[src/common/phy_regs_pkg.sv]
// constants, field positions and carriers for the phy main page registers
// assumes a management master that issues one register access per request
// Behaviour
// - indices 0 to 15 answer the same on page zero, one or two
// - index 31 holds the page selection steering later accesses
// - control bit 15 write of one pulses soft reset, then self-clears
// - control bit 14 selects digital loopback, default zero
// - speed pair bits 6,13: 00 ten, 01 hundred, 10 gigabit, 11 reserved (decoded here as ten)
// - with auto-negotiation enabled, speed and duplex come from negotiation
// - control bit 11 enters general power down, clearing restores, default 0
// - control bit 9 write of one restarts negotiation, then self-clears
// - control bit 8 picks full or half duplex when negotiation is off
// - status 14:11 read one, status 15, 10, 9 read zero
// - status bit 8 reads one for extended status available
// - status bit 5 shows negotiation complete, zero at reset
// - status bit 4 shows remote fault while detected
// - status bit 3 reads constant one, negotiation ability
// - status bit 2 is latching-low link indicator, zero at reset
// - status bit 1 shows jabber while detected
// - status bit 0 reads constant one, extended capability
// - identifier one reads a fixed sixteen-bit value
// - index 20 holds a false carrier counter
// - index 21 holds a link disconnect counter
// - index 25 interrupt mask, 26 interrupt status, 27 reserved
// - pages one or two redirect indices 16 to 30; zero restores main
package phy_regs_pkg;
    localparam logic [4:0] IDX_CONTROL = 5'h00;
    localparam logic [4:0] IDX_STATUS = 5'h01;
    localparam logic [4:0] IDX_ID_UPPER = 5'h02;
    localparam logic [4:0] IDX_EXT_FIRST = 5'h10;
    localparam logic [4:0] IDX_FALSE_CARRIER = 5'h14;
    localparam logic [4:0] IDX_LINK_DISC = 5'h15;
    localparam logic [4:0] IDX_TENBASE_EXT = 5'h16;
    localparam logic [4:0] IDX_EXT_CTRL_ONE = 5'h17;
    localparam logic [4:0] IDX_EXT_CTRL_TWO = 5'h18;
    localparam logic [4:0] IDX_IRQ_MASK = 5'h19;
    localparam logic [4:0] IDX_IRQ_STATUS = 5'h1a;
    localparam logic [4:0] IDX_RSVD_27 = 5'h1b;
    localparam logic [4:0] IDX_AUX = 5'h1c;
    localparam logic [4:0] IDX_IND_MODE = 5'h1d;
    localparam logic [4:0] IDX_IND_BEHAVIOR = 5'h1e;
    localparam logic [4:0] IDX_EXT_LAST = 5'h1e;
    localparam logic [4:0] IDX_PAGE_SELECT = 5'h1f;
    localparam int CTL_RESET_BIT = 15;
    localparam int CTL_LOOPBACK_BIT = 14;
    localparam int CTL_SPEED_LO_BIT = 13;
    localparam int CTL_AN_EN_BIT = 12;
    localparam int CTL_PDOWN_BIT = 11;
    localparam int CTL_RESTART_BIT = 9;
    localparam int CTL_DUPLEX_BIT = 8;
    localparam int CTL_SPEED_HI_BIT = 6;
    localparam logic CTL_AN_EN_RST = 1'b1;
    localparam logic CTL_SPEED_HI_RST = 1'b1;
    localparam logic CTL_OTHER_RST = 1'b0;
    localparam logic [15:0] STATUS_FIXED = 16'h7909;
    localparam int ST_AN_DONE_BIT = 5;
    localparam int ST_RFAULT_BIT = 4;
    localparam int ST_LINK_BIT = 2;
    localparam int ST_JABBER_BIT = 1;
    localparam logic [15:0] PAGE_MAIN = 16'h0000;
    localparam logic [15:0] PAGE_EXT_ONE = 16'h0001;
    localparam logic [15:0] PAGE_EXT_TWO = 16'h0002;
    localparam logic [1:0] SPEED_10 = 2'b00;
    localparam logic [1:0] SPEED_100 = 2'b01;
    localparam logic [1:0] SPEED_1000 = 2'b10;
    localparam int IRQ_LINK_DOWN_BIT = 0;
    localparam int IRQ_AN_DONE_BIT = 1;
    localparam int IRQ_RFAULT_BIT = 2;
    localparam int IRQ_W = 3;

    typedef struct packed {
        logic valid;
        logic write;
        logic [4:0] index;
        logic [15:0] wdata;
    } mgmt_req_s;

    typedef struct packed {
        logic link_up;
        logic an_complete;
        logic remote_fault;
        logic jabber;
        logic [1:0] an_speed;
        logic an_full_duplex;
        logic false_carrier;
        logic link_lost;
    } line_state_s;
endpackage

[src/rtl/phy_main_page_control_status.sv]
// main page management registers of the integrated ethernet phy
// assumes the mac management controller delivers one access per request
// and that line_state comes from logic on the same clock
`timescale 1ns/1ps
module phy_main_page_control_status #(
    parameter logic [15:0] ID_UPPER = 16'h1234, // value is arbitrary
    parameter int CNT_W = 16
)(
    input wire logic clk,
    input wire logic reset,
    input wire phy_regs_pkg::mgmt_req_s mgmt_req,
    output logic mgmt_ack,
    output logic [15:0] mgmt_rdata,
    input wire phy_regs_pkg::line_state_s line_state,
    output logic soft_reset,
    output logic an_restart,
    output logic loopback,
    output logic power_down,
    output logic an_enable,
    output logic [1:0] speed_mode,
    output logic full_duplex
);

    function automatic logic ext_hit(input logic [4:0] idx,
                                     input logic [15:0] pg);
        return (pg == phy_regs_pkg::PAGE_EXT_ONE ||
                pg == phy_regs_pkg::PAGE_EXT_TWO) &&
               idx >= phy_regs_pkg::IDX_EXT_FIRST &&
               idx <= phy_regs_pkg::IDX_EXT_LAST;
    endfunction

    function automatic logic plain_rw(input logic [4:0] idx);
        case (idx)
            phy_regs_pkg::IDX_TENBASE_EXT,
            phy_regs_pkg::IDX_EXT_CTRL_ONE,
            phy_regs_pkg::IDX_EXT_CTRL_TWO,
            phy_regs_pkg::IDX_IRQ_MASK,
            phy_regs_pkg::IDX_AUX,
            phy_regs_pkg::IDX_IND_MODE,
            phy_regs_pkg::IDX_IND_BEHAVIOR: return 1'b1;
            default: return 1'b0;
        endcase
    endfunction

    // clear on read; an event in the read cycle is kept as the first count
    function automatic logic [CNT_W-1:0] next_count(
        input logic [CNT_W-1:0] cnt, input logic ev, input logic clr);
        logic [CNT_W-1:0] res;
        res = cnt;
        if (clr)
            res = {{(CNT_W-1){1'b0}}, ev};
        else if (ev && cnt != {CNT_W{1'b1}})
            res = cnt + {{(CNT_W-1){1'b0}}, 1'b1};
        return res;
    endfunction

    function automatic logic [1:0] manual_speed(input logic hi,
                                                input logic lo);
        case ({hi, lo})
            2'b01: return phy_regs_pkg::SPEED_100;
            2'b10: return phy_regs_pkg::SPEED_1000;
            default: return phy_regs_pkg::SPEED_10;
        endcase
    endfunction

    logic [15:0] page;
    logic on_ext;
    logic ext_pg;
    logic [3:0] ext_slot;
    logic wr_main;
    logic rd_main;
    logic wr_ext;
    logic ctrl_wr;
    logic status_rd;
    logic speed_lo;
    logic speed_hi;
    logic duplex;
    logic an_done;
    logic rfault;
    logic jabber;
    logic link_latched;
    logic link_prev;
    logic an_prev;
    logic rfault_prev;
    logic [CNT_W-1:0] fc_count;
    logic [CNT_W-1:0] ld_count;
    logic [phy_regs_pkg::IRQ_W-1:0] irq_status;
    logic [phy_regs_pkg::IRQ_W-1:0] irq_raise;
    logic [15:0] main_store [16:30];
    logic [15:0] ext_mem [2][15];
    logic [15:0] ctrl_word;
    logic [15:0] status_word;
    logic [15:0] next_rdata;

    // pages one and two only shadow 16..30; 0..15 and 31 stay main
    assign on_ext = ext_hit(mgmt_req.index, page);
    assign ext_pg = (page == phy_regs_pkg::PAGE_EXT_TWO);
    assign ext_slot = 4'(mgmt_req.index - phy_regs_pkg::IDX_EXT_FIRST);
    assign wr_main = mgmt_req.valid & mgmt_req.write & ~on_ext;
    assign rd_main = mgmt_req.valid & ~mgmt_req.write & ~on_ext;
    assign wr_ext = mgmt_req.valid & mgmt_req.write & on_ext;
    assign ctrl_wr = wr_main && mgmt_req.index == phy_regs_pkg::IDX_CONTROL;
    assign status_rd = rd_main &&
                       mgmt_req.index == phy_regs_pkg::IDX_STATUS;

    always_ff @(posedge clk)
    begin
        if (reset)
            page <= phy_regs_pkg::PAGE_MAIN;
        else if (wr_main && mgmt_req.index == phy_regs_pkg::IDX_PAGE_SELECT)
            page <= mgmt_req.wdata;
    end

    // control register fields; bits 10, 7 and 5:0 are not stored
    always_ff @(posedge clk)
    begin
        if (reset)
        begin
            loopback <= phy_regs_pkg::CTL_OTHER_RST;
            speed_lo <= phy_regs_pkg::CTL_OTHER_RST;
            an_enable <= phy_regs_pkg::CTL_AN_EN_RST;
            power_down <= phy_regs_pkg::CTL_OTHER_RST;
            duplex <= phy_regs_pkg::CTL_OTHER_RST;
            speed_hi <= phy_regs_pkg::CTL_SPEED_HI_RST;
        end
        else if (ctrl_wr)
        begin
            loopback <= mgmt_req.wdata[phy_regs_pkg::CTL_LOOPBACK_BIT];
            speed_lo <= mgmt_req.wdata[phy_regs_pkg::CTL_SPEED_LO_BIT];
            an_enable <= mgmt_req.wdata[phy_regs_pkg::CTL_AN_EN_BIT];
            power_down <= mgmt_req.wdata[phy_regs_pkg::CTL_PDOWN_BIT];
            duplex <= mgmt_req.wdata[phy_regs_pkg::CTL_DUPLEX_BIT];
            speed_hi <= mgmt_req.wdata[phy_regs_pkg::CTL_SPEED_HI_BIT];
        end
    end

    // self-clearing strobes: each reads back one for a single cycle
    always_ff @(posedge clk)
    begin
        if (reset)
        begin
            soft_reset <= 1'b0;
            an_restart <= 1'b0;
        end
        else
        begin
            soft_reset <= ctrl_wr &
                mgmt_req.wdata[phy_regs_pkg::CTL_RESET_BIT];
            an_restart <= ctrl_wr &
                mgmt_req.wdata[phy_regs_pkg::CTL_RESTART_BIT];
        end
    end

    // power down does not stop negotiation here; the master sequences it
    always_ff @(posedge clk)
    begin
        if (reset)
        begin
            speed_mode <= phy_regs_pkg::SPEED_10;
            full_duplex <= 1'b0;
        end
        else if (an_enable)
        begin
            speed_mode <= line_state.an_speed;
            full_duplex <= line_state.an_full_duplex;
        end
        else
        begin
            speed_mode <= manual_speed(speed_hi, speed_lo);
            full_duplex <= duplex;
        end
    end

    always_ff @(posedge clk)
    begin
        if (reset)
        begin
            an_done <= 1'b0;
            rfault <= 1'b0;
            jabber <= 1'b0;
        end
        else
        begin
            an_done <= line_state.an_complete & an_enable;
            rfault <= line_state.remote_fault;
            jabber <= line_state.jabber;
        end
    end

    // latching low: any drop sticks until status is read
    always_ff @(posedge clk)
    begin
        if (reset)
            link_latched <= 1'b0;
        else if (status_rd)
            link_latched <= line_state.link_up;
        else
            link_latched <= link_latched & line_state.link_up;
    end

    always_ff @(posedge clk)
    begin
        if (reset)
        begin
            fc_count <= '0;
            ld_count <= '0;
        end
        else
        begin
            fc_count <= next_count(fc_count, line_state.false_carrier,
                rd_main &&
                mgmt_req.index == phy_regs_pkg::IDX_FALSE_CARRIER);
            ld_count <= next_count(ld_count, line_state.link_lost,
                rd_main &&
                mgmt_req.index == phy_regs_pkg::IDX_LINK_DISC);
        end
    end

    assign irq_raise[phy_regs_pkg::IRQ_LINK_DOWN_BIT] =
        link_prev & ~line_state.link_up;
    assign irq_raise[phy_regs_pkg::IRQ_AN_DONE_BIT] =
        ~an_prev & line_state.an_complete;
    assign irq_raise[phy_regs_pkg::IRQ_RFAULT_BIT] =
        ~rfault_prev & line_state.remote_fault;

    // sticky interrupt causes, cleared by reading; a new cause wins
    always_ff @(posedge clk)
    begin
        if (reset)
        begin
            link_prev <= 1'b0;
            an_prev <= 1'b0;
            rfault_prev <= 1'b0;
            irq_status <= '0;
        end
        else
        begin
            link_prev <= line_state.link_up;
            an_prev <= line_state.an_complete;
            rfault_prev <= line_state.remote_fault;
            if (rd_main && mgmt_req.index == phy_regs_pkg::IDX_IRQ_STATUS)
                irq_status <= irq_raise;
            else
                irq_status <= irq_status | irq_raise;
        end
    end

    always_ff @(posedge clk)
    begin
        if (reset)
        begin
            for (int i = 16; i <= 30; i++)
                main_store[i] <= '0;
        end
        else if (wr_main && plain_rw(mgmt_req.index))
            main_store[mgmt_req.index] <= mgmt_req.wdata;
    end

    always_ff @(posedge clk)
    begin
        if (reset)
        begin
            for (int p = 0; p < 2; p++)
                for (int i = 0; i < 15; i++)
                    ext_mem[p][i] <= '0;
        end
        else if (wr_ext)
            ext_mem[ext_pg][ext_slot] <= mgmt_req.wdata;
    end

    always_comb
    begin
        ctrl_word = '0;
        ctrl_word[phy_regs_pkg::CTL_RESET_BIT] = soft_reset;
        ctrl_word[phy_regs_pkg::CTL_LOOPBACK_BIT] = loopback;
        ctrl_word[phy_regs_pkg::CTL_SPEED_LO_BIT] = speed_lo;
        ctrl_word[phy_regs_pkg::CTL_AN_EN_BIT] = an_enable;
        ctrl_word[phy_regs_pkg::CTL_PDOWN_BIT] = power_down;
        ctrl_word[phy_regs_pkg::CTL_RESTART_BIT] = an_restart;
        ctrl_word[phy_regs_pkg::CTL_DUPLEX_BIT] = duplex;
        ctrl_word[phy_regs_pkg::CTL_SPEED_HI_BIT] = speed_hi;
        status_word = phy_regs_pkg::STATUS_FIXED;
        status_word[phy_regs_pkg::ST_AN_DONE_BIT] = an_done;
        status_word[phy_regs_pkg::ST_RFAULT_BIT] = rfault;
        status_word[phy_regs_pkg::ST_LINK_BIT] = link_latched;
        status_word[phy_regs_pkg::ST_JABBER_BIT] = jabber;
    end

    always_comb
    begin
        next_rdata = '0;
        if (on_ext)
            next_rdata = ext_mem[ext_pg][ext_slot];
        else
        begin
            case (mgmt_req.index)
                phy_regs_pkg::IDX_CONTROL: next_rdata = ctrl_word;
                phy_regs_pkg::IDX_STATUS: next_rdata = status_word;
                phy_regs_pkg::IDX_ID_UPPER: next_rdata = ID_UPPER;
                phy_regs_pkg::IDX_FALSE_CARRIER: next_rdata = 16'(fc_count);
                phy_regs_pkg::IDX_LINK_DISC: next_rdata = 16'(ld_count);
                phy_regs_pkg::IDX_IRQ_STATUS: next_rdata = 16'(irq_status);
                phy_regs_pkg::IDX_PAGE_SELECT: next_rdata = page;
                default:
                begin
                    if (plain_rw(mgmt_req.index))
                        next_rdata = main_store[mgmt_req.index];
                end
            endcase
        end
    end

    // unsupported indices answer with zero rather than stalling the master
    always_ff @(posedge clk)
    begin
        if (reset)
        begin
            mgmt_ack <= 1'b0;
            mgmt_rdata <= '0;
        end
        else
        begin
            mgmt_ack <= mgmt_req.valid;
            if (mgmt_req.valid && !mgmt_req.write)
                mgmt_rdata <= next_rdata;
        end
    end

    AST_SOFT_RESET_SC: assert property (@(posedge clk) disable iff (reset)
        ctrl_wr && mgmt_req.wdata[phy_regs_pkg::CTL_RESET_BIT] &&
        !mgmt_req.wdata[phy_regs_pkg::CTL_RESTART_BIT]
        |=> soft_reset && !an_restart ##1 !soft_reset || $past(ctrl_wr))
        else $error("soft reset did not pulse for one cycle");

    AST_RESTART_SC: assert property (@(posedge clk) disable iff (reset)
        ctrl_wr && mgmt_req.wdata[phy_regs_pkg::CTL_RESTART_BIT]
        ##1 !ctrl_wr |-> an_restart ##1 !an_restart)
        else $error("restart strobe did not clear itself");

    AST_LOOPBACK: assert property (@(posedge clk) disable iff (reset)
        ctrl_wr ##1 !ctrl_wr [*2]
        |-> loopback == $past(mgmt_req.wdata[phy_regs_pkg::CTL_LOOPBACK_BIT],
                              2))
        else $error("loopback does not follow the written bit");

    AST_MANUAL_SPEED: assert property (@(posedge clk) disable iff (reset)
        !an_enable && speed_hi && !speed_lo |=> speed_mode == 2'b10)
        else $error("manual gigabit speed not applied");

    AST_AN_OVERRIDE: assert property (@(posedge clk) disable iff (reset)
        an_enable |=> speed_mode == $past(line_state.an_speed) &&
                      full_duplex == $past(line_state.an_full_duplex))
        else $error("negotiated speed or duplex not applied");

    AST_DUPLEX: assert property (@(posedge clk) disable iff (reset)
        !an_enable |=> full_duplex == $past(duplex))
        else $error("manual duplex not applied");

    AST_POWER_DOWN: assert property (@(posedge clk) disable iff (reset)
        ctrl_wr && mgmt_req.wdata[phy_regs_pkg::CTL_PDOWN_BIT]
        |=> power_down ##1 (power_down || $past(ctrl_wr)))
        else $error("power down not entered on write");

    AST_STATUS_CONST: assert property (@(posedge clk) disable iff (reset)
        status_rd |=> mgmt_rdata[15:8] == 8'h79 &&
                      mgmt_rdata[7:6] == 2'b00 &&
                      mgmt_rdata[3] && mgmt_rdata[0])
        else $error("fixed status bits wrong");

    AST_AN_DONE: assert property (@(posedge clk) disable iff (reset)
        status_rd |=> mgmt_rdata[phy_regs_pkg::ST_AN_DONE_BIT] ==
                      $past(an_done))
        else $error("negotiation complete bit wrong");

    AST_LINK_LATCH: assert property (@(posedge clk) disable iff (reset)
        !line_state.link_up ##1 !status_rd [*3] |-> !link_latched)
        else $error("link bit rose before being read");

    AST_LINK_READ: assert property (@(posedge clk) disable iff (reset)
        status_rd |=> link_latched == $past(line_state.link_up))
        else $error("link bit did not refresh on read");

    AST_ID_UPPER: assert property (@(posedge clk) disable iff (reset)
        rd_main && mgmt_req.index == phy_regs_pkg::IDX_ID_UPPER
        |=> mgmt_rdata == ID_UPPER)
        else $error("identifier one read wrong");

    AST_RSVD_27: assert property (@(posedge clk) disable iff (reset)
        rd_main && mgmt_req.index == phy_regs_pkg::IDX_RSVD_27
        |=> mgmt_rdata == 16'h0000)
        else $error("reserved index 27 not zero");

    AST_PAGE_ZERO: assert property (@(posedge clk) disable iff (reset)
        wr_main && mgmt_req.index == phy_regs_pkg::IDX_PAGE_SELECT &&
        mgmt_req.wdata == 16'h0000 |=> !on_ext)
        else $error("writing zero did not restore main page");

    COV_SOFT_RESET: cover property (@(posedge clk) disable iff (reset)
        ctrl_wr ##1 soft_reset);
    COV_EXT_PAGE: cover property (@(posedge clk) disable iff (reset)
        wr_ext && ext_pg);
    COV_LINK_RELATCH: cover property (@(posedge clk) disable iff (reset)
        !link_latched ##1 status_rd ##1 link_latched);
    COV_IRQ_READ: cover property (@(posedge clk) disable iff (reset)
        irq_status != '0 ##1 rd_main &&
        mgmt_req.index == phy_regs_pkg::IDX_IRQ_STATUS);

endmodule

[config.mk]
export PLATFORM = sky130hd
export DESIGN_NAME = phy_main_page_control_status
export DESIGN_NICKNAME = d
export VERILOG_FILES = /design/src/common/phy_regs_pkg.sv /design/src/rtl/phy_main_page_control_status.sv
export SDC_FILE = /design/constraint.sdc
export NUM_CORES = 1
export LEC_CHECK = 0
export BUFFER_PORTS_ARGS = -buffer_cell sky130_fd_sc_hd__buf_2
export CAP_MARGIN = 40
export CELL_PAD_IN_SITES_DETAIL_PLACEMENT = 1
export CELL_PAD_IN_SITES_GLOBAL_PLACEMENT = 2
export CORE_ASPECT_RATIO = 1.2
export CORE_MARGIN = 3
export CORE_UTILIZATION = 45
export CTS_CLUSTER_SIZE = 14
export DETAILED_ROUTE_END_ITERATION = 8
export PLACE_DENSITY_LB_ADDON = 0.1
export REMOVE_ABC_BUFFERS = 1
export SYNTH_ARGS = -nofsm -noshare
export SYNTH_HDL_FRONTEND = slang
export SYNTH_SLANG_ARGS = --single-unit
[constraint.sdc]
create_clock -name clk -period 3.8 [get_ports clk]
set_input_delay 0.38 -clock clk [delete_from_list [all_inputs] [get_ports clk]]
set_output_delay 0.38 -clock clk [all_outputs]
set_load 0.005 [all_outputs]
==> flow_metrics.py <==
metrics = {
    "run_status": {
        "status": "complete, no violations",
    },
    "route": {
        "iteration_0_drc_markers": 2247,
        "sum_of_routed_wire_length_over_all_layers_um": 119000,
        "detailroute.via_count": 23384,
        "detail_route.vias_per_cell": 5.91,
        "drcViolationCount": 0,
        "routed_len_inst_um": 30.1,
        "drt.antenna.violating_nets": 0,
        "dr.pass1.iters": 6,
    },
    "sta": {
        "timing_worst_slew_pin_value_ns": 0.906,
        "fin_crit_ns": 3.65,
        "fmax_mhz": 274,
        "final_max_tran_viols": 0,
        "fin_crit_sh": 0.960,
        "clock_skew_ns": 0.0186,
        "rsz0062_at_grt": "no",
        "relSlewSlack": 0.389,
        "hold_violations": 0,
        "hold_slack_ns": 0.0629,
        "setup-violations-final": 0,
    },
    "placement": {
        "dpl.hpwl_um": 76200,
        "count_of_port_buffers_added_during_placement": 58,
        "placed_inst_area_mm2": 0.0368,
        "place_congestion": 0.935,
        "dp.cells": 3800,
    },
    "job": {
        "cap_violations": 0,
    },
    "setup_path": {
        "crit_path_top_delay_cell": "sky130_fd_sc_hd__nor4_4",
        "required_ns": 4.13,
        "crit_buf_inv": 3,
        "setup.worst_path.start_class": "flop",
        "worst-endpoint-arrival_ns": 3.98,
        "path_delay_family": "simple AND/OR/NAND/NOR gates",
        "rr_worst_depth": 9,
        "critical_path.endpoint_type": "flop",
        "cp_cell_sequence": "nor4_4 > nand4_2 > or2_1 > nor3_4 > buf_4 > a21oi_1 > buf_4 > a21oi_2 > buf_12",
        "reg2reg_from": "page[15]$_SDFFE_PP0P_",
        "r2r-end": "ext_mem[1][63]$_DFFE_PP_",
        "setup.reg_to_reg.worst_slack_ns": 0.15,
        "crit_path_max_fo": 23,
        "path_common_cell": "sky130_fd_sc_hd__buf_4",
        "setup.worst_path.class": "reg -> reg",
        "timing.critical_path.slowest_cell_delay_ns": 0.67,
    },
    "clock_tree": {
        "clk_root_buffer_cell": "sky130_fd_sc_hd__clkbuf_16",
        "post-cts-setup-buffers": 0,
        "cts_tree": "built",
        "max_h_tree_level": 3,
        "clock_sinks": 785,
        "cts.path.max_buffers": 3,
        "clk_pin_slew_ns": 0.06,
        "total_cts_buffers": 83,
        "clock_latency_ns": 0.63,
    },
    "pwr": {
        "power-per-cell-area_mw_per_mm2": 490,
        "leakagePower_nw": 14.3,
        "power.ir.vdd_worst_mv": 0.368,
    },
    "finish": {
        "area_growth_syn_to_layout_pct": 16.1,
        "layout.nets": 2919,
        "finish.instance_area_mm2": 0.0397,
        "layoutNonFillerInstCount": 3959,
        "drive_gt1_frac": 0.164,
        "n_fill_cell": 7657,
    },
    "global_route": {
        "grt_first_pass_wirelength_um": 170000,
        "grt_start_max_net_pins": 91,
        "grt_antenna_before_repair": 6,
        "grt_pass1_vias": 24025,
        "grt_overflow_total": 0,
        "grtUsageTotal": 0.297,
    },
    "synth": {
        "synth_async_sr_flop_share": 0,
        "synthCells": 2659,
        "synthTopCellsByArea": "sky130_fd_sc_hd__edfxtp_1, sky130_fd_sc_hd__and2_1, sky130_fd_sc_hd__dfxtp_1",
        "syn-mean-instance-area_um2": 12.9,
        "synth-edff-count": 700,
        "synth-seq-area-share": 0.665,
        "synthMostInstantiatedCell": "sky130_fd_sc_hd__edfxtp_1",
        "syn-cell-area_mm2": 0.0342,
        "synth.cells.most_frequent": "sky130_fd_sc_hd__edfxtp_1, sky130_fd_sc_hd__and2_1, sky130_fd_sc_hd__nand2_1, sky130_fd_sc_hd__a21oi_1, sky130_fd_sc_hd__clkbuf_1",
        "cell_type_with_the_largest_total_area_after_synthesis": "sky130_fd_sc_hd__edfxtp_1",
        "yosys_most_used_dff": "sky130_fd_sc_hd__edfxtp_1",
        "ys_ff_latch": 785,
        "yosysTopAreaCellShare": 0.615,
        "number_of_distinct_library_cells_after_synthesis": 71,
        "synth.yosys.warnings": 0,
    },
    "floorplan": {
        "floorplan.initialDensity": 0.455,
        "die_w_um": 258,
        "floorplan.rows": 110,
        "ios": 59,
        "die-area_mm2": 0.0793,
        "die_height_um": 308,
        "placeable_area_mm2": 0.0751,
    },
    "hold_path": {
        "min_path_type": "in -> reg",
        "timing.hold.worst.start": "line_state[8]",
        "worst_hold_path.endpoint": "irq_status[0]$_SDFF_PP0_",
        "worst_hold_path.num_cells": 3,
    },
}
power by group:
part / switching (W) / total [W] / internal, W / leakage, nW
clock: 0.00345 / 0.00842 / 0.00497 / 1.35
sequential: 0.000131 / 0.00986 / 0.00973 / 7.76
combinational: 0.000818 / 0.00116 / 0.000342 / 5.15
worst max-delay path by stage:
stage | startpoint | to | slack (ns) | cells after the start
final | page[15]$_SDFFE_PP0P_ | ext_mem[1][63]$_DFFE_PP_ | 0.15 | 9
after global placement | page[0]$_SDFFE_PP0P_ | mgmt_rdata[3]$_SDFFE_PP0P_ | -0.12 | 8
after detailed placement | page[1]$_SDFFE_PP0P_ | mgmt_rdata[3]$_SDFFE_PP0P_ | 0.09 | 9
after global routing | page[11]$_SDFFE_PP0P_ | ext_mem[1][19]$_DFFE_PP_ | 0.03 | 8
after floorplan | page[0]$_SDFFE_PP0P_ | ext_mem[1][0]$_DFFE_PP_ | -3.88 | 4
after CTS | page[1]$_SDFFE_PP0P_ | mgmt_rdata[3]$_SDFFE_PP0P_ | 0.07 | 9
cells by family after synthesis:
family | Yosys count | share of synthesized area
AO/OA/AOI/OAI | 356 | 0.0638
XOR/XNOR | 22 | 0.00564
adder cells (fa/ha/maj) | 2 | 0.000732
buffers and inverters | 215 | 0.0268
flip-flops | 785 | 0.665
multiplexers | 150 | 0.0642
other | 1 | 0.000110
AND/OR/NAND/NOR | 1128 | 0.174
area by class of cell:
type | instances | area (um^2) | area share
multi-input cells | 1768 | 11100 | 0.279
inverters | 12 | 45.0 | 0.00114
repair buffers | 233 | 1820 | 0.0458
clock inverters | 38 | 464 | 0.0117
clock buffers | 112 | 2290 | 0.0577
diodes | 3 | 7.51 | 0.000189
well taps | 1008 | 1260 | 0.0318
flip-flops and latches | 785 | 22700 | 0.573
state kept, by name, indices dropped and copies added, names as in the netlist, 2 cells and up:
register,count
page,16
ld_count,16
fc_count,16
ext_mem,480
speed_mode,2
main_store,220
irq_status,3
mgmt_rdata,16
metrics by stage:
stage	TNS [ns]	setup WS [ns]	utilization	power (W)
after global placement	-0.217	-0.118	0.488	0.0111
after global routing	0	0.0327	0.528	0.0200
after floorplan	-2377.46	-3.88	-	0.0105
after CTS	0	0.0686	0.527	0.0195
after detailed placement	0	0.0947	0.490	0.0112
final	0	0.151	0.528	0.0194
worst register-to-register path: stages, from the launching register on:
cell,delay [ns]
sky130_fd_sc_hd__dfxtp_1,0.35
sky130_fd_sc_hd__nor4_4,0.67
sky130_fd_sc_hd__nand4_2,0.38
sky130_fd_sc_hd__or2_1,0.38
sky130_fd_sc_hd__nor3_4,0.23
sky130_fd_sc_hd__buf_4,0.35
sky130_fd_sc_hd__a21oi_1,0.22
sky130_fd_sc_hd__buf_4,0.26
sky130_fd_sc_hd__a21oi_2,0.31
sky130_fd_sc_hd__buf_12,0.20
cell usage in the layout, fill, tap and decap left out, types with 6 or more instances in the layout:
| master | Yosys | final |
|---|---|---|
| sky130_fd_sc_hd__xor2_1 | 12 | 12 |
| sky130_fd_sc_hd__nor3b_1 | 7 | 7 |
| sky130_fd_sc_hd__nand2b_1 | 8 | 6 |
| sky130_fd_sc_hd__dfxtp_1 | 85 | 85 |
| sky130_fd_sc_hd__and3_1 | 10 | 10 |
| sky130_fd_sc_hd__nor3_1 | 24 | 24 |
| sky130_fd_sc_hd__clkbuf_1 | 131 | 19 |
| sky130_fd_sc_hd__o211ai_1 | 23 | 23 |
| sky130_fd_sc_hd__o22ai_1 | 16 | 16 |
| sky130_fd_sc_hd__and2_1 | 390 | 390 |
| sky130_fd_sc_hd__a21oi_1 | 180 | 169 |
| sky130_fd_sc_hd__mux4_2 | 55 | 55 |
| sky130_fd_sc_hd__a21oi_2 | 0 | 11 |
| sky130_fd_sc_hd__nor2_4 | 10 | 10 |
| sky130_fd_sc_hd__nand3_1 | 100 | 100 |
| sky130_fd_sc_hd__clkinv_1 | 1 | 12 |
| sky130_fd_sc_hd__a22oi_1 | 28 | 28 |
| sky130_fd_sc_hd__buf_12 | 0 | 12 |
| sky130_fd_sc_hd__or2_2 | 26 | 26 |
| sky130_fd_sc_hd__conb_1 | 1 | 108 |
| sky130_fd_sc_hd__nor4_1 | 42 | 39 |
| sky130_fd_sc_hd__a32oi_1 | 7 | 7 |
| sky130_fd_sc_hd__xnor2_1 | 10 | 10 |
| sky130_fd_sc_hd__o21ai_0 | 38 | 38 |
| sky130_fd_sc_hd__clkinv_2 | 0 | 12 |
| sky130_fd_sc_hd__edfxtp_1 | 700 | 700 |
| sky130_fd_sc_hd__buf_4 | 11 | 147 |
| sky130_fd_sc_hd__clkbuf_16 | 0 | 85 |
| sky130_fd_sc_hd__nand2_1 | 355 | 354 |
| sky130_fd_sc_hd__clkbuf_8 | 0 | 6 |
| sky130_fd_sc_hd__inv_1 | 11 | 11 |
| sky130_fd_sc_hd__nor2b_1 | 15 | 13 |
| sky130_fd_sc_hd__mux2i_1 | 91 | 91 |
| sky130_fd_sc_hd__nand4_1 | 21 | 21 |
| sky130_fd_sc_hd__buf_2 | 47 | 61 |
| sky130_fd_sc_hd__nor2_1 | 88 | 87 |
| sky130_fd_sc_hd__a211oi_1 | 19 | 19 |
| sky130_fd_sc_hd__bufinv_16 | 0 | 11 |
metal layers:
layer	wire, um	up-vias	global-route usage	share of wire
met3	8670	214	0.0494	0.073
li1	-	10030	-	-
met4	5030	0	0.117	0.042
met1	49800	12202	0.406	0.42
met2	55500	938	0.477	0.47
met5	0	-	0	0
repair_timing:
| action | 4_1_cts | 5_1_grt |
|---|---|---|
| gates resized for setup | 0 | 3 |
| hold buffers | 4 | 0 |
| setup endpoints to repair | 0 | 1 |
| hold endpoints to repair | 4 | 0 |
(Power assumes the default switching activity.)
